[config.mk]
export PLATFORM = sky130hd
export DESIGN_NAME = fwsr_ctrl
export DESIGN_NICKNAME = d
export VERILOG_FILES = /design/src/fwsr_pkg.sv /design/src/fwsr_bus_cycle.sv /design/src/fwsr_ctrl.sv
export VERILOG_INCLUDE_DIRS = /design/src
export SDC_FILE = /design/constraint.sdc
export NUM_CORES = 1
export LEC_CHECK = 0
export BUFFER_PORTS_ARGS = -buffer_cell sky130_fd_sc_hd__buf_4
export CAP_MARGIN = 20
export CORE_MARGIN = 8
export CORE_UTILIZATION = 40
export CTS_CLUSTER_DIAMETER = 40
export DETAILED_ROUTE_END_ITERATION = 10
export MAX_ROUTING_LAYER = met4
export PLACE_DENSITY = 0.57
export RECOVER_POWER = 50
export SETUP_SLACK_MARGIN = 0.2
export SYNTH_ARGS = -nofsm -noshare
export SYNTH_HDL_FRONTEND = slang
export SYNTH_SLANG_ARGS = --single-unit
[constraint.sdc]
create_clock -name mclk -period 4.6 [get_ports mclk]
set_input_delay 0.23 -clock mclk [delete_from_list [all_inputs] [get_ports mclk]]
set_output_delay 0.23 -clock mclk [all_outputs]
set_load 0.005 [all_outputs]
[src/fwsr_defines.svh]
// What this block does
// - Host polls a program at the address being programmed.
// - Host polls an erase at an address inside a selected sector.
// - Polling bit settles alone; host takes data only from the next read.
// - Host toggle check: two full reads; unchanged bit means done, next read valid.
// - Still toggling with timeout bit high: check again; still toggling means reset.
// - Host returning to a toggle check restarts from its first double read.
// - After timeout failure the host writes the reset command.
// - Host re-reads the polling bit after seeing the timeout bit set.
`ifndef FWSR_DEFINES_SVH
`define FWSR_DEFINES_SVH

`define FWSR_CLK_NS      8
`define FWSR_T_RD_NS     70
`define FWSR_T_WP_NS     35
`define FWSR_SYNC_STAGES 2
`define FWSR_RD_CYC      ((`FWSR_T_RD_NS + `FWSR_CLK_NS - 1) / `FWSR_CLK_NS)
`define FWSR_WP_CYC      ((`FWSR_T_WP_NS + `FWSR_CLK_NS - 1) / `FWSR_CLK_NS)

`define FWSR_OFS_CTRL    12'h000
`define FWSR_OFS_ADDR    12'h004
`define FWSR_OFS_DATA    12'h008
`define FWSR_OFS_STATUS  12'h00c
`define FWSR_OFS_RDATA   12'h010

`define FWSR_CTRL_OP_LSB 0
`define FWSR_CTRL_START  3
`define FWSR_CTRL_ABORT  4

`define FWSR_ST_BUSY     0
`define FWSR_ST_DONE     1
`define FWSR_ST_FAIL     2
`define FWSR_ST_TIMEOUT  3
`define FWSR_ST_READY    4
`define FWSR_ST_WINDOW   5
`define FWSR_ST_TOGGLE2  6
`define FWSR_ST_ABORTED  7

`define FWSR_POLL_BIT    7
`define FWSR_TOG1_BIT    6
`define FWSR_TOUT_BIT    5
`define FWSR_WIN_BIT     3
`define FWSR_TOG2_BIT    2

`define FWSR_RESET_CMD   8'hf0

`endif

[src/fwsr_pkg.sv]
// Purpose: types shared by the flash status controller
// Assumes: constants live in fwsr_defines.svh
// Notes:   none
package fwsr_pkg;

  typedef enum logic [2:0] {
    OP_READ,
    OP_WRITE,
    OP_POLL,
    OP_TOGGLE,
    OP_RESET
  } fwsr_op_type;

  typedef enum {
    S_IDLE,
    S_READ,
    S_WRITE,
    S_P1,
    S_PRE,
    S_PV,
    S_T1,
    S_T2,
    S_T3,
    S_T4,
    S_TV,
    S_RESET
  } fwsr_state_type;

  typedef enum {
    B_IDLE,
    B_SETUP,
    B_ACT,
    B_REC
  } fwsr_bus_type;

endpackage

[src/fwsr_bus_cycle.sv]
// Purpose: one asynchronous read or write cycle on the flash pins
// Assumes: flash data pins pass two flip-flops before use
// Notes:   read strobe held long enough to cover synchroniser delay
`timescale 1ns/1ps
`default_nettype none
`include "fwsr_defines.svh"

module fwsr_bus_cycle
  import fwsr_pkg::*;
#(
  parameter int ADDR_W = 22,
  parameter int DQ_W   = 8
) (
  input  wire logic              mclk,
  input  wire logic              rst,
  input  wire logic              ce,
  input  wire logic              req,
  input  wire logic              req_wr,
  input  wire logic [ADDR_W-1:0] req_addr,
  input  wire logic [DQ_W-1:0]   req_wdata,
  output logic                   done,
  output logic [DQ_W-1:0]        rd_data,
  output logic [ADDR_W-1:0]      flash_addr,
  output logic [DQ_W-1:0]        flash_dq_out,
  output logic                   flash_dq_oe_n,
  input  wire logic [DQ_W-1:0]   flash_dq_in,
  output logic                   flash_ce_n,
  output logic                   flash_oe_n,
  output logic                   flash_we_n
);

  localparam logic [7:0] RD_LEN = 8'(`FWSR_RD_CYC + `FWSR_SYNC_STAGES - 1);
  localparam logic [7:0] WP_LEN = 8'(`FWSR_WP_CYC - 1);

  fwsr_bus_type    phase_reg;
  logic [7:0]      cnt_reg;
  logic            wr_reg;
  logic [DQ_W-1:0] dq_s1_reg;
  logic [DQ_W-1:0] dq_s2_reg;

  always_ff @(posedge mclk or posedge rst) begin
    if (rst) begin
      dq_s1_reg <= '0;
      dq_s2_reg <= '0;
    end else if (ce) begin
      dq_s1_reg <= flash_dq_in;
      dq_s2_reg <= dq_s1_reg;
    end
  end

  always_ff @(posedge mclk or posedge rst) begin
    if (rst) begin
      phase_reg     <= B_IDLE;
      cnt_reg       <= '0;
      wr_reg        <= 1'b0;
      done          <= 1'b0;
      rd_data       <= '0;
      flash_addr    <= '0;
      flash_dq_out  <= '0;
      flash_dq_oe_n <= 1'b1;
      flash_ce_n    <= 1'b1;
      flash_oe_n    <= 1'b1;
      flash_we_n    <= 1'b1;
    end else if (ce) begin
      done <= 1'b0;
      unique case (phase_reg)
        B_IDLE: begin
          if (req) begin
            wr_reg        <= req_wr;
            flash_addr    <= req_addr;
            flash_dq_out  <= req_wdata;
            flash_dq_oe_n <= ~req_wr;
            flash_ce_n    <= 1'b0;
            phase_reg     <= B_SETUP;
          end
        end
        B_SETUP: begin
          cnt_reg    <= wr_reg ? WP_LEN : RD_LEN;
          flash_oe_n <= wr_reg;
          flash_we_n <= ~wr_reg;
          phase_reg  <= B_ACT;
        end
        B_ACT: begin
          if (cnt_reg == 8'h00) begin
            if (!wr_reg) begin
              rd_data <= dq_s2_reg;
            end
            flash_oe_n <= 1'b1;
            flash_we_n <= 1'b1;
            phase_reg  <= B_REC;
          end else begin
            cnt_reg <= cnt_reg - 8'h01;
          end
        end
        B_REC: begin
          flash_ce_n    <= 1'b1;
          flash_dq_oe_n <= 1'b1;
          done          <= 1'b1;
          phase_reg     <= B_IDLE;
        end
      endcase
    end
  end

endmodule
`default_nettype wire

[src/fwsr_ctrl.sv]
// Purpose: host controller running polling and toggle checks on a flash
// Assumes: APB slave with fixed no-wait answer; flash pins are async
// Notes:   start while busy is ignored; abort stops after the current cycle
`timescale 1ns/1ps
`default_nettype none
`include "fwsr_defines.svh"

module fwsr_ctrl
  import fwsr_pkg::*;
#(
  parameter int ADDR_W = 22,
  parameter int DQ_W   = 8
) (
  input  wire logic              mclk,
  input  wire logic              rst,
  input  wire logic              ce,
  input  wire logic              psel,
  input  wire logic              penable,
  input  wire logic              pwrite,
  input  wire logic [11:0]       paddr,
  input  wire logic [31:0]       pwdata,
  output logic [31:0]            prdata,
  output logic                   pready,
  output logic                   pslverr,
  output logic [ADDR_W-1:0]      flash_addr,
  output logic [DQ_W-1:0]        flash_dq_out,
  output logic                   flash_dq_oe_n,
  input  wire logic [DQ_W-1:0]   flash_dq_in,
  output logic                   flash_ce_n,
  output logic                   flash_oe_n,
  output logic                   flash_we_n,
  input  wire logic              ready_busy_out_n
);

  fwsr_state_type    state_reg;
  fwsr_op_type       op_reg;
  logic [ADDR_W-1:0] addr_reg;
  logic [DQ_W-1:0]   data_reg;
  logic [DQ_W-1:0]   rdata_reg;
  logic              done_reg;
  logic              fail_reg;
  logic              timeout_reg;
  logic              window_reg;
  logic              toggle2_reg;
  logic              aborted_reg;
  logic              abort_reg;
  logic              pend_reg;
  logic              tog_prev_reg;
  logic              rdy_s1_reg;
  logic              rdy_s2_reg;

  logic              bus_req;
  logic              bus_wr;
  logic [ADDR_W-1:0] bus_addr;
  logic [DQ_W-1:0]   bus_wdata;
  logic              bus_done;
  logic [DQ_W-1:0]   bus_rdata;
  logic              wr_acc;
  logic              setup;
  logic              start;
  logic              busy;
  logic              mapped;
  logic [31:0]       rd_mux;
  logic              poll_ok;
  logic              tog_same;

  function automatic logic is_mapped(input logic [11:0] a);
    return a == `FWSR_OFS_CTRL || a == `FWSR_OFS_ADDR || a == `FWSR_OFS_DATA ||
           a == `FWSR_OFS_STATUS || a == `FWSR_OFS_RDATA;
  endfunction

  // Op field of a control word; start takes it from the same write
  function automatic fwsr_op_type op_field(input logic [31:0] w);
    return fwsr_op_type'(w[`FWSR_CTRL_OP_LSB +: 3]);
  endfunction

  assign busy    = state_reg != S_IDLE;
  assign setup   = psel && !penable;
  assign wr_acc  = psel && penable && pwrite && is_mapped(paddr);
  assign start   = wr_acc && paddr == `FWSR_OFS_CTRL && pwdata[`FWSR_CTRL_START] && !busy;
  assign mapped  = is_mapped(paddr);
  assign pready  = 1'b1;

  // Compare against expected top bit of programmed datum
  assign poll_ok  = bus_rdata[`FWSR_POLL_BIT] == data_reg[`FWSR_POLL_BIT];
  assign tog_same = bus_rdata[`FWSR_TOG1_BIT] == tog_prev_reg;

  always_comb begin
    rd_mux = 32'h0000_0000;
    unique case (paddr)
      `FWSR_OFS_CTRL:   rd_mux = 32'(op_reg);
      `FWSR_OFS_ADDR:   rd_mux = 32'(addr_reg);
      `FWSR_OFS_DATA:   rd_mux = 32'(data_reg);
      `FWSR_OFS_RDATA:  rd_mux = 32'(rdata_reg);
      `FWSR_OFS_STATUS: begin
        rd_mux[`FWSR_ST_BUSY]    = busy;
        rd_mux[`FWSR_ST_DONE]    = done_reg;
        rd_mux[`FWSR_ST_FAIL]    = fail_reg;
        rd_mux[`FWSR_ST_TIMEOUT] = timeout_reg;
        rd_mux[`FWSR_ST_READY]   = rdy_s2_reg;
        rd_mux[`FWSR_ST_WINDOW]  = window_reg;
        rd_mux[`FWSR_ST_TOGGLE2] = toggle2_reg;
        rd_mux[`FWSR_ST_ABORTED] = aborted_reg;
      end
      default:          rd_mux = 32'h0000_0000;
    endcase
  end

  // Read data and error prepared in setup, presented in access phase
  always_ff @(posedge mclk or posedge rst) begin
    if (rst) begin
      prdata  <= 32'h0000_0000;
      pslverr <= 1'b0;
    end else if (ce && setup) begin
      prdata  <= pwrite ? 32'h0000_0000 : rd_mux;
      pslverr <= !mapped;
    end
  end

  always_ff @(posedge mclk or posedge rst) begin
    if (rst) begin
      op_reg   <= OP_READ;
      addr_reg <= '0;
      data_reg <= '0;
    end else if (ce && wr_acc && !busy) begin
      if (paddr == `FWSR_OFS_CTRL) begin
        op_reg <= op_field(pwdata);
      end
      if (paddr == `FWSR_OFS_ADDR) begin
        addr_reg <= pwdata[ADDR_W-1:0];
      end
      if (paddr == `FWSR_OFS_DATA) begin
        data_reg <= pwdata[DQ_W-1:0];
      end
    end
  end

  // Ready/busy pin is asynchronous to mclk
  always_ff @(posedge mclk or posedge rst) begin
    if (rst) begin
      rdy_s1_reg <= 1'b0;
      rdy_s2_reg <= 1'b0;
    end else if (ce) begin
      rdy_s1_reg <= ready_busy_out_n;
      rdy_s2_reg <= rdy_s1_reg;
    end
  end

  always_ff @(posedge mclk or posedge rst) begin
    if (rst) begin
      abort_reg <= 1'b0;
    end else if (ce) begin
      if (wr_acc && paddr == `FWSR_OFS_CTRL && pwdata[`FWSR_CTRL_ABORT] && busy) begin
        abort_reg <= 1'b1;
      end else if (!busy) begin
        abort_reg <= 1'b0;
      end
    end
  end

  // Status flags seen on every read cycle
  always_ff @(posedge mclk or posedge rst) begin
    if (rst) begin
      timeout_reg <= 1'b0;
      window_reg  <= 1'b0;
      toggle2_reg <= 1'b0;
    end else if (ce && bus_done && !bus_wr) begin
      timeout_reg <= bus_rdata[`FWSR_TOUT_BIT];
      window_reg  <= bus_rdata[`FWSR_WIN_BIT];
      toggle2_reg <= bus_rdata[`FWSR_TOG2_BIT];
    end
  end

  always_ff @(posedge mclk or posedge rst) begin
    if (rst) begin
      pend_reg <= 1'b0;
    end else if (ce) begin
      if (bus_req) begin
        pend_reg <= 1'b1;
      end else if (bus_done) begin
        pend_reg <= 1'b0;
      end
    end
  end

  assign bus_req   = busy && !pend_reg;
  assign bus_wr    = state_reg == S_WRITE || state_reg == S_RESET;
  assign bus_addr  = addr_reg;
  assign bus_wdata = state_reg == S_RESET ? DQ_W'(`FWSR_RESET_CMD) : data_reg;

  always_ff @(posedge mclk or posedge rst) begin
    if (rst) begin
      state_reg    <= S_IDLE;
      rdata_reg    <= '0;
      done_reg     <= 1'b0;
      fail_reg     <= 1'b0;
      aborted_reg  <= 1'b0;
      tog_prev_reg <= 1'b0;
    end else if (ce) begin
      if (start) begin
        done_reg    <= 1'b0;
        fail_reg    <= 1'b0;
        aborted_reg <= 1'b0;
        unique case (op_field(pwdata))
          OP_READ:   state_reg <= S_READ;
          OP_WRITE:  state_reg <= S_WRITE;
          OP_POLL:   state_reg <= S_P1;
          OP_TOGGLE: state_reg <= S_T1;
          OP_RESET:  state_reg <= S_RESET;
          default:   state_reg <= S_IDLE;
        endcase
      end else if (bus_done && abort_reg && state_reg != S_RESET) begin
        aborted_reg <= 1'b1;
        done_reg    <= 1'b1;
        state_reg   <= S_IDLE;
      end else if (bus_done) begin
        unique case (state_reg)
          S_READ, S_PV, S_TV: begin
            rdata_reg <= bus_rdata;
            done_reg  <= 1'b1;
            state_reg <= S_IDLE;
          end
          S_WRITE, S_RESET: begin
            done_reg  <= 1'b1;
            state_reg <= S_IDLE;
          end
          S_P1: begin
            if (poll_ok) begin
              state_reg <= S_PV;
            end else if (bus_rdata[`FWSR_TOUT_BIT]) begin
              state_reg <= S_PRE;
            end
          end
          S_PRE: begin
            if (poll_ok) begin
              state_reg <= S_PV;
            end else begin
              fail_reg  <= 1'b1;
              state_reg <= S_RESET;
            end
          end
          S_T1: begin
            tog_prev_reg <= bus_rdata[`FWSR_TOG1_BIT];
            state_reg    <= S_T2;
          end
          S_T2: begin
            if (tog_same) begin
              state_reg <= S_TV;
            end else if (bus_rdata[`FWSR_TOUT_BIT]) begin
              state_reg <= S_T3;
            end else begin
              state_reg <= S_T1;
            end
          end
          S_T3: begin
            tog_prev_reg <= bus_rdata[`FWSR_TOG1_BIT];
            state_reg    <= S_T4;
          end
          S_T4: begin
            if (tog_same) begin
              state_reg <= S_TV;
            end else begin
              fail_reg  <= 1'b1;
              state_reg <= S_RESET;
            end
          end
          S_IDLE: state_reg <= S_IDLE;
        endcase
      end
    end
  end

  fwsr_bus_cycle #(
    .ADDR_W (ADDR_W),
    .DQ_W   (DQ_W)
  ) u_bus (
    .mclk          (mclk),
    .rst           (rst),
    .ce            (ce),
    .req           (bus_req),
    .req_wr        (bus_wr),
    .req_addr      (bus_addr),
    .req_wdata     (bus_wdata),
    .done          (bus_done),
    .rd_data       (bus_rdata),
    .flash_addr    (flash_addr),
    .flash_dq_out  (flash_dq_out),
    .flash_dq_oe_n (flash_dq_oe_n),
    .flash_dq_in   (flash_dq_in),
    .flash_ce_n    (flash_ce_n),
    .flash_oe_n    (flash_oe_n),
    .flash_we_n    (flash_we_n)
  );

endmodule
`default_nettype wire

==> metrics.md, run 1 <==
| Metric | Value |
|---|---|
| Filler cells | 1512 |
| Post-DP HPWL | 12000 um |
| Most area-consuming cells after synthesis | dfrtp_1 55%, mux2_2 13%, nand2_1 5.5% |
| Data arrival, critical path | 3.68 ns |
| Initial DRC count | 241 |
| Drt total wl | 16410 um |
| # hold bufs at CTS | 1 |
| Core Region | 16350 um2 |
| R2R depth | 6 |
| Fin crit share | 0.7231 |
| Total setup buffers inserted after CTS | 0 |
| Area used by multi-input combinational logic | 2675 um2 |
| Crit start category | primary input |
| DP Area | 7575 um2 |
| PnR Total Power | 3.812 mW |
| R2R Setup Slk | 1.57 ns |
| Starting density of the core | 0.4044 |
| Ports | 127 |
| Total clock sinks | 149 |
| Pwr dens | 469.9 nW/um2 |
| Tmin final | 3.326 ns |
| CP Max Fanout | 41 |
| CTS Root Cell | clkbuf_16 |
| Global-route congestion overflow total | 0 |
| Worst vdd ir | 0.0002861 V |
| Vias/cell | 5.207 |
| Die Height | 144.6 um |
| Hold Violations, Final | 0 |
| Gate Count Post-Synth | 576 |
| Maxcap violations | 3 |
| Htree depth | 4 |
| EDFF count, synth | 0 |
| Final setup viols | 0 |
| First drt pass iteration count | 4 |
| GPL Wtd Cong | 0.8523 |
| Layout cell share with drive strength beyond 1 | 0.3054 |
| Area share of the largest cell type after synthesis | 0.5488 |
| Max Clk Rate | 0.3006 GHz |
| Least-Margin Pin Slew | 2.070 ns |
| Largest net degree at the start of global routing | 69 |
| Max_slew headroom | -0.3800 |
| Worst hold path type | in2reg |
| CTS tree | done |
| Synth unique cells | 54 |
| Skew-Pair Late Insertion Delay | 0.42 ns |
| Final Cell Area | 8113 um2 |
| Worst Setup End Kind | flip-flop |
| Worst Hold Depth | 2 |
| First-pass GRT wire length | 26550 um |
| Setup TNS | 0 ns |
| Inserted Diodes | 0 |
| Port-buffer cells | 105 |
| Post-Layout Cell Count | 911 |
| Site Rows | 47 |
| Synth top cells by count | 145 x dfrtp_1, 97 x nand2_1, 76 x mux2_2 |
| Total GRT Usage | 0.1700 |
| CTS Buf Count | 17 |
| Synth area leader | dfrtp_1 |
| Yosys warns | 0 |
| Sequential Area | 3734 um2 |
| DRC viols | 0 |
| Outcome | finished with violations |
| Bufs on Longest Clock Path | 2 |
| Leak | 3.961 nW |
| Asr flop ratio synth | 1.000 |
| Synth Flop Type | dfrtp_1 |
| Clock Skew | 0.007213 ns |
| RSZ-0062 raised after global routing | false |
| Vias in the first global route | 4874 |
| Routed length per instance | 18.01 um |
| Avg Cell Area, Syn | 11.48 um2 |
| #FFs+latches synth | 149 |
| Syn-to-layout area delta | 22.71% |
| Inst Count DP | 879 |
| Layout Utilization | 0.4963 |
| WS Path Type | in2reg |
| Sequential share of the synthesized area | 0.5647 |
| Remaining antenna violation count after routing | 0 |
| Clk pin slew, worst setup/hold paths | 0.06 ns |
| Failing checks | capacitance limit, slew limit |
| Initial antenna violation count | 0 |
| Worst Path Required | 4.96 ns |
| Slew Limit Fails | 111 |
| Count leader, synth | dfrtp_1 |
| # nets final | 744 |
| Mapped cell area | 6611 um2 |
| Die area | 20900 um2 |
| Resize count post-CTS | 0 |
| Chip Width | 144.6 um |
| Via total after detailed routing | 4744 |
[stage by stage]
step	setup WS (ns)	hold slack [ns]
after floorplan	0.3686	0.3816
after global placement	1.623	0.2216
after detailed placement	1.628	0.2253
after CTS	1.622	0.01680
after global routing	0.8954	0.01873
final	1.274	0.03472
[where the power goes]
part,internal (mW),switching [mW],leakage (nW)
clock network,0.852,0.536,0.292
registers,1.48,0.197,1.99
logic,0.339,0.413,1.68
[cells by family after synthesis]
| group | share of synthesized area |
|---|---|
| AO/OA/AOI/OAI | 0.1077 |
| XOR/XNOR | 0.01060 |
| adder cells (fa/ha/maj) | 0.01135 |
| buffers and inverters | 0.03577 |
| flip-flops | 0.5647 |
| multiplexers | 0.1385 |
| other | 0.001136 |
| AND/OR/NAND/NOR | 0.1302 |
[routing by layer]
layer  share of wire  routed length [um]  track usage
met1            0.46                7547       0.2158
met2            0.46                7567       0.2635
met3           0.064                1055      0.03830
met5               0                   0            -
met4           0.015                 238      0.06024
[final timing paths]
path / end / from
worst min register to register: u_bus.flash_dq_out[6] / u_bus.flash_dq_out[6]
max in group asynchronous: tog_prev_reg / rst
worst max register to register: addr_reg[18] / state_reg[3]
worst min-delay path: u_bus.dq_s1_reg[1] / flash_dq_in[1]
min in group asynchronous: prdata[10] / rst
worst max-delay path: prdata[18] / ce
[placed cells by master (no fill, tap or decap), drive strengths merged, types with 7 or more instances in the layout]
cell type and count:
a22o 22, a21oi 20, a31oi 7, a22oi 14, clkinv 8, nor2 25
nand3 12, dfrtp 145, clkbuf 76, o22ai 9, o21ai 13, conb 11
buf 55, inv 11, nor2b 7, mux2 76, nand2 97
[layout make-up]
cell class	instances	share of cell area
tap	220	0.03393
clock buffer	19	0.05336
sequential	149	0.4602
inverter	11	0.005244
timing repair buffer	113	0.09824
clock inverter	12	0.01928
multi-input combinational	387	0.3297
[worst max-delay path, cell delays in order]
cell	delay (ns)
clkbuf_1	1.45
nand3b_1	0.14
clkbuf_1	0.56
or3_1	0.54
nor2_1	0.37
buf_6	0.22
a22o_1	0.14
Note: power is estimated with default switching activity, not from simulation.
==> run 2, diff against run 1 <==
Clock period 4.6 ns to 3.3 ns, I/O delays scaled along.
==> run 2 against run 1 <==
Against the previous run: the run now ends clean; non-clock buffer count rose by 29; total power rose by 42%; hold slack got worse by 0.013 ns; clock-buffer cell count fell by 1; die area did not move; flip-flop and latch count did not move; clock skew fell by 0.0013 ns; final cell count rose by 3.3%; core utilization rose by 2.2 points.
==> metrics.md, run 2 (synthesis results as in run 1) <==
| Metric | Value |
|---|---|
| Ports | 127 (unchanged) |
| # hold bufs at CTS | 26 (+25) |
| CP max-delay cell | dfrtp_1 |
| Clk pin slew, worst setup/hold paths | 0.06 ns (about the same) |
| Site Rows | 47 (unchanged) |
| Least-Margin Pin Slew | 1.436 ns (-0.6336 ns) |
| CP Max Fanout | 16 (-61%) |
| Fin crit share | 0.7945 |
| Resize count post-CTS | 0 (unchanged) |
| Worst hold path type | in2reg |
| DRC viols | 0 (unchanged) |
| # nets final | 773 (+3.9%) |
| Total setup buffers inserted after CTS | 0 (unchanged) |
| Initial antenna violation count | 0 (unchanged) |
| Max_slew headroom | 0.04237 (+0.4224) |
| Worst Setup End Kind | flip-flop |
| Final setup viols | 0 (unchanged) |
| Vias/cell | 5.146 (-1.2%) |
| Setup TNS | 0 ns (unchanged) |
| Chip Width | 144.6 um (unchanged) |
| Layout cell share with drive strength beyond 1 | 0.3190 (+0.01365) |
| Slowest stage delay, CP | 0.57 ns (-0.88 ns) |
| Final Cell Area | 8464 um2 (+4.3%) |
| Starting density of the core | 0.4044 (unchanged) |
| Initial DRC count | 215 (-11%) |
| Largest net degree at the start of global routing | 49 (-29%) |
| Die Height | 144.6 um (unchanged) |
| Total clock sinks | 149 (unchanged) |
| Crit start category | flip-flop |
| Bufs on Longest Clock Path | 2 (unchanged) |
| First-pass GRT wire length | 26500 um (-0.21%) |
| Worst vdd ir | 0.0003638 V (+27%) |
| Data arrival, critical path | 2.93 ns (-0.75 ns) |
| Layout Utilization | 0.5178 (+0.02151) |
| Htree depth | 4 (unchanged) |
| Outcome | completed |
| Hold Violations, Final | 0 (unchanged) |
| Global-route congestion overflow total | 0 (unchanged) |
| Die area | 20900 um2 (unchanged) |
| Vias in the first global route | 5006 (+2.7%) |
| Inserted Diodes | 0 (unchanged) |
| Routed length per instance | 17.56 um (-2.5%) |
| CTS Root Cell | clkbuf_16 |
| DP Area | 7610 um2 (+0.46%) |
| Syn-to-layout area delta | 28.03% |
| Commonest non-fill, non-tap cell in the layout | dfrtp_1 |
| CTS Buf Count | 17 (unchanged) |
| Post-Layout Cell Count | 941 (+3.3%) |
| Total GRT Usage | 0.1684 (-0.001652) |
| Pwr dens | 637.6 nW/um2 (+36%) |
| GPL Wtd Cong | 0.8153 (-4.3%) |
| Post-DP HPWL | 11940 um (-0.50%) |
| Slew Limit Fails | 0 (-100%) |
| Leak | 4.141 nW (+4.5%) |
| Maxcap violations | 0 (-3) |
| Commonest cells after routing, fill and taps aside | 145 x dfrtp_1, 97 x nand2_1, 76 x mux2_2, 76 x buf_4, 32 x clkbuf_4 |
| Via total after detailed routing | 4842 (+2.1%) |
| WP buf/inv | 0 (-3) |
| Drt total wl | 16520 um (+0.69%) |
| Port-buffer cells | 105 (unchanged) |
| CTS tree | done |
| Inst Count DP | 881 (+0.23%) |
| Remaining antenna violation count after routing | 0 (unchanged) |
| Core Region | 16350 um2 (unchanged) |
| Crit-path cells | nor4_4, nand2_1, or3_4, nor3_4, mux2_2 |
| Worst Path Required | 3.61 ns (-1.35 ns) |
| WS Path Type | reg2reg |
| RSZ-0062 raised after global routing | false |
| Max Clk Rate | 0.3814 GHz |
| Skew-Pair Late Insertion Delay | 0.42 ns (about the same) |
| Clock Skew | 0.005896 ns (-0.001317 ns) |
| Tmin final | 2.622 ns |
| First drt pass iteration count | 4 (unchanged) |
| Top Family by Delay on Critical Path | simple AND/OR/NAND/NOR gates |
## run 2: cell type report
cell class,count,area [um2]
Multi-Input combinational cell,387,2675
Clock buffer,18,439.2
Sequential cell,149,3734
Fill cell,1489,7884
Tap cell,220,275.3
Inverter,11,42.54
Clock inverter,14,173.9
Timing Repair Buffer,142,1125
## run 2: final timing paths
path	depth (start not counted)	start	end	slack, ns
worst max register to register	5	state_reg[3]	data_reg[3]	0.68
max in group asynchronous	5	rst	prdata[12]	0.85
worst max-delay path	5	state_reg[3]	data_reg[3]	0.68
min in group asynchronous	3	rst	u_bus.dq_s1_reg[3]	0.48
worst min-delay path	2	pwdata[4]	addr_reg[4]	0.02
worst min register to register	2	u_bus.flash_dq_out[3]	u_bus.flash_dq_out[3]	0.47
## run 2: through the flow
| stage | hold slack [ns] | setup slack, ns | power [mW] |
|---|---|---|---|
| after floorplan | 0.3166 | 1.204 | 3.078 |
| after global placement | 0.4002 | 0.7191 | 3.378 |
| after detailed placement | 0.4022 | 0.6747 | 3.408 |
| after CTS | 0.008952 | 0.6656 | 5.455 |
| after global routing | 0.01539 | 0.3648 | 5.698 |
| final | 0.02138 | 0.6783 | 5.397 |
## run 2: where the power goes
part           total [mW]  switching, mW  internal, mW  leakage (nW)
registers            2.33          0.265          2.06          1.99
clock network        2.00          0.782          1.22         0.295
logic                1.07          0.577         0.494          1.85
## run 2: layer usage
metal / global-route usage / part of all wire
met5: - / 0
met4: 0.05586 / 0.013
met3: 0.03466 / 0.059
met2: 0.2657 / 0.47
met1: 0.2132 / 0.45
==> run 3, diff against run 2 <==
Settings changed: ABC_AREA set to 1.
Clock period 3.3 ns to 2.7 ns, I/O delays scaled along.
==> run 3 against run 2 <==
Against the previous run: global-route usage grew 0.31 points; flip-flop and latch count unchanged; die area is 1.7% higher; sequential power increased by 21%; critical path type unchanged.
==> metrics.md, run 3 <==
| Metric | Value |
|---|---|
| Outcome | completed |
| Drt total wl | 17130 um (+3.7%) |
| Hold Violations, Final | 0 (unchanged) |
| Top Layer Used | met4 |
| #FFs+latches synth | 149 (unchanged) |
| Clk pin slew, worst setup/hold paths | 0.06 ns (about the same) |
| Data arrival, critical path | 2.37 ns (-0.56 ns) |
| Vias/cell | 4.720 (-8.3%) |
| Htree depth | 4 (unchanged) |
| Via total after detailed routing | 5513 (+14%) |
| Mapped cell area | 6738 um2 (+1.9%) |
| Synth top cells by count | 308 x nand2_1, 145 x dfrtp_1, 54 x inv_1 |
| Yosys warns | 0 (unchanged) |
| Worst hold path type | in2reg |
| CTS Buf Count | 17 (unchanged) |
| Resize count post-CTS | 0 (unchanged) |
| First-pass GRT wire length | 28640 um (+8.1%) |
| Final Cell Area | 8553 um2 (+1.0%) |
| RSZ-0062 raised after global routing | false |
| Slowest stage delay, CP | 0.44 ns (-0.13 ns) |
| Synth unique cells | 40 (-26%) |
| Area share of the largest cell type after synthesis | 0.5385 (-0.01029) |
| Met1 Routed Length | 8047 um (+7.1%) |
| Pwr dens | 771.1 nW/um2 (+21%) |
| Post-DP HPWL | 12140 um (+1.7%) |
| Sequential share of the synthesized area | 0.5541 (-0.01059) |
| Worst Hold Slack | 0.01162 ns (-0.009758 ns) |
| Site Rows | 47 (unchanged) |
| Routed length per instance | 14.67 um (-16%) |
| Worst vdd ir | 0.0004514 V (+24%) |
| Final setup viols | 0 (unchanged) |
| Asr flop ratio synth | 1.000 (unchanged) |
| Most area-consuming cells after synthesis | dfrtp_1 54%, nand2_1 17%, nand3_1 3.0% |
| Layout cell share with drive strength beyond 1 | 0.1772 (-0.1418) |
| CTS tree | done |
| Max_slew headroom | 0.3729 (+0.3305) |
| Worst Setup End Kind | flip-flop |
| Crit-path cells | nor2_1, nand2_1, nor2_1, nand4_1, nand2_1, nand2_1, nand2_1, nand2_1, nand2_1 |
| Clock Skew | 0.007689 ns (+0.001793 ns) |
| Die Height | 145.8 um (+0.85%) |
| Setup TNS | 0 ns (unchanged) |
| Met2 wire len | 8042 um (+3.1%) |
| GPL Wtd Cong | 0.8472 (+3.9%) |
| Gate Count Post-Synth | 800 (+39%) |
| DRC viols | 0 (unchanged) |
| Initial DRC count | 322 (+50%) |
| Worst Path Required | 3.07 ns (-0.54 ns) |
| Max Clk Rate | 0.4999 GHz (+31%) |
| Tmin final | 2.001 ns (-0.6212 ns) |
| Synth area leader | dfrtp_1 |
| DR WL met3 | 774 um (-21%) |
| Worst path most repeated cell | nand2_1 |
| Leak | 4.323 nW (+4.4%) |
| Initial antenna violation count | 0 (unchanged) |
| Commonest cells after routing, fill and taps aside | 308 x nand2_1, 145 x dfrtp_1, 62 x buf_4 |
| Filler cells | 1616 (+8.5%) |
| Total setup buffers inserted after CTS | 0 (unchanged) |
| CP Max Fanout | 8 (-8) |
| Slew Limit Fails | 0 (unchanged) |
| CTS Root Cell | clkbuf_16 |
| First drt pass iteration count | 4 (unchanged) |
| # hold bufs at CTS | 26 (unchanged) |
| Synth Flop Type | dfrtp_1 |
| PnR Total Power | 6.595 mW (+22%) |
| Inserted Diodes | 0 (unchanged) |
| Vias in the first global route | 5580 (+11%) |
| Die area | 21250 um2 (+1.7%) |
| Skew-Pair Late Insertion Delay | 0.43 ns (about the same) |
| DP Area | 7759 um2 (+2.0%) |
| Count leader, synth | nand2_1 |
| Ports | 127 (unchanged) |
| Commonest non-fill, non-tap cell in the layout | nand2_1 |
| Port-buffer cells | 105 (unchanged) |
| Total GRT Usage | 0.1714 (+0.003060) |
| Syn-to-layout area delta | 26.95% |
| Total clock sinks | 149 (unchanged) |
| Remaining antenna violation count after routing | 0 (unchanged) |
| Global-route congestion overflow total | 0 (unchanged) |
| Crit start category | flip-flop |
| Chip Width | 145.8 um (+0.85%) |
| Largest net degree at the start of global routing | 150 (+210%) |
| Reg2reg start | state_reg[3] |
| First element of the critical path | state_reg[3] |
| Maxcap violations | 0 (unchanged) |
| Avg Cell Area, Syn | 8.422 um2 (-27%) |
| Least-Margin Pin Slew | 0.9407 ns (-0.4957 ns) |
| Fin crit share | 0.7409 (-0.05353) |
| WS Path Type | reg2reg |
| Core Region | 16520 um2 (+1.1%) |
| CP max-delay cell | dfrtp_1 |
| Bufs on Longest Clock Path | 2 (unchanged) |
| EDFF count, synth | 0 (unchanged) |
| # nets final | 1001 (+29%) |
| Min-delay src | pwdata[6] |
| Starting density of the core | 0.4077 (+0.003330) |
[run 3: changes by cell type after synthesis, moves of 16 or more]
| cell | change |
|---|---|
| inv_1 | +43 |
| nor2_1 | +22 |
| nand2_1 | +211 |
| o21ai_0 | +16 |
| o21ai_1 | +37 |
| a22o_1 | -21 |
| nand3_1 | +29 |
| mux2_2 | -76 |
[run 3: path summary, 6_finish.rpt]
path | endpoint | slack, ns | cells past startpoint
worst min-delay path | data_reg[6] | 0.01 | 3
worst max register to register | state_reg[1] | 0.70 | 9
worst max-delay path | state_reg[1] | 0.70 | 9
worst min register to register | u_bus.dq_s2_reg[4] | 0.47 | 2
max in group asynchronous | abort_reg | 1.49 | 4
min in group asynchronous | u_bus.flash_dq_out[4] | 0.42 | 4
[run 3: per-stage QoR]
step                      instances  setup slack, ns  utilization
after detailed placement       1111           0.6861       0.4695
after global placement         1111           0.7061       0.4695
final                          1168           0.6995       0.5176
after floorplan                 809           0.6933            -
after global routing           1168           0.4784       0.5176
after CTS                      1168           0.6759       0.5218
[run 3: final cells by class]
| cell class | count | area (um2) | area share |
|---|---|---|---|
| clock buffer | 19 | 452.9 | 0.05295 |
| clock inverter | 12 | 151.4 | 0.01770 |
| inverter | 67 | 252.7 | 0.02955 |
| multi-input combinational | 556 | 2589 | 0.3027 |
| sequential | 149 | 3734 | 0.4365 |
| tap | 220 | 275.3 | 0.03218 |
| timing repair buffer | 145 | 1099 | 0.1284 |
[run 3: cells by family after synthesis]
kind of cell / Yosys count / synth area share
xor gates and xnor gates: 6 / 0.007799
buffers and inverters: 104 / 0.06741
adders and majority gates: 6 / 0.01114
DFF: 149 / 0.5541
other: 2 / 0.001115
AOI/OAI and AO/OA: 109 / 0.09991
muxes: 1 / 0.001671
and+or+nand+nor: 423 / 0.2568
[run 3: worst max-delay path: cells and delay by family, from the launching register on]
kind          cells  cell delay (ns)
flops             1             0.44
simple gates      9             1.50
[run 3: where the power goes]
group / internal, mW / switching, mW / leakage (nW) / total [mW]
clock network: 1.50 / 0.930 / 0.295 / 2.43
logic: 0.491 / 0.862 / 2.04 / 1.35
registers: 2.57 / 0.242 / 1.98 / 2.81
total: 4.56 / 2.03 / 4.32 / 6.60
[run 3: metal layers]
metal | up-vias | global-route usage
met3 | 19 | 0.03700
met5 | - | -
met1 | 2553 | 0.2167
met4 | 0 | 0.05466
li1 | 2829 | -
met2 | 112 | 0.2698
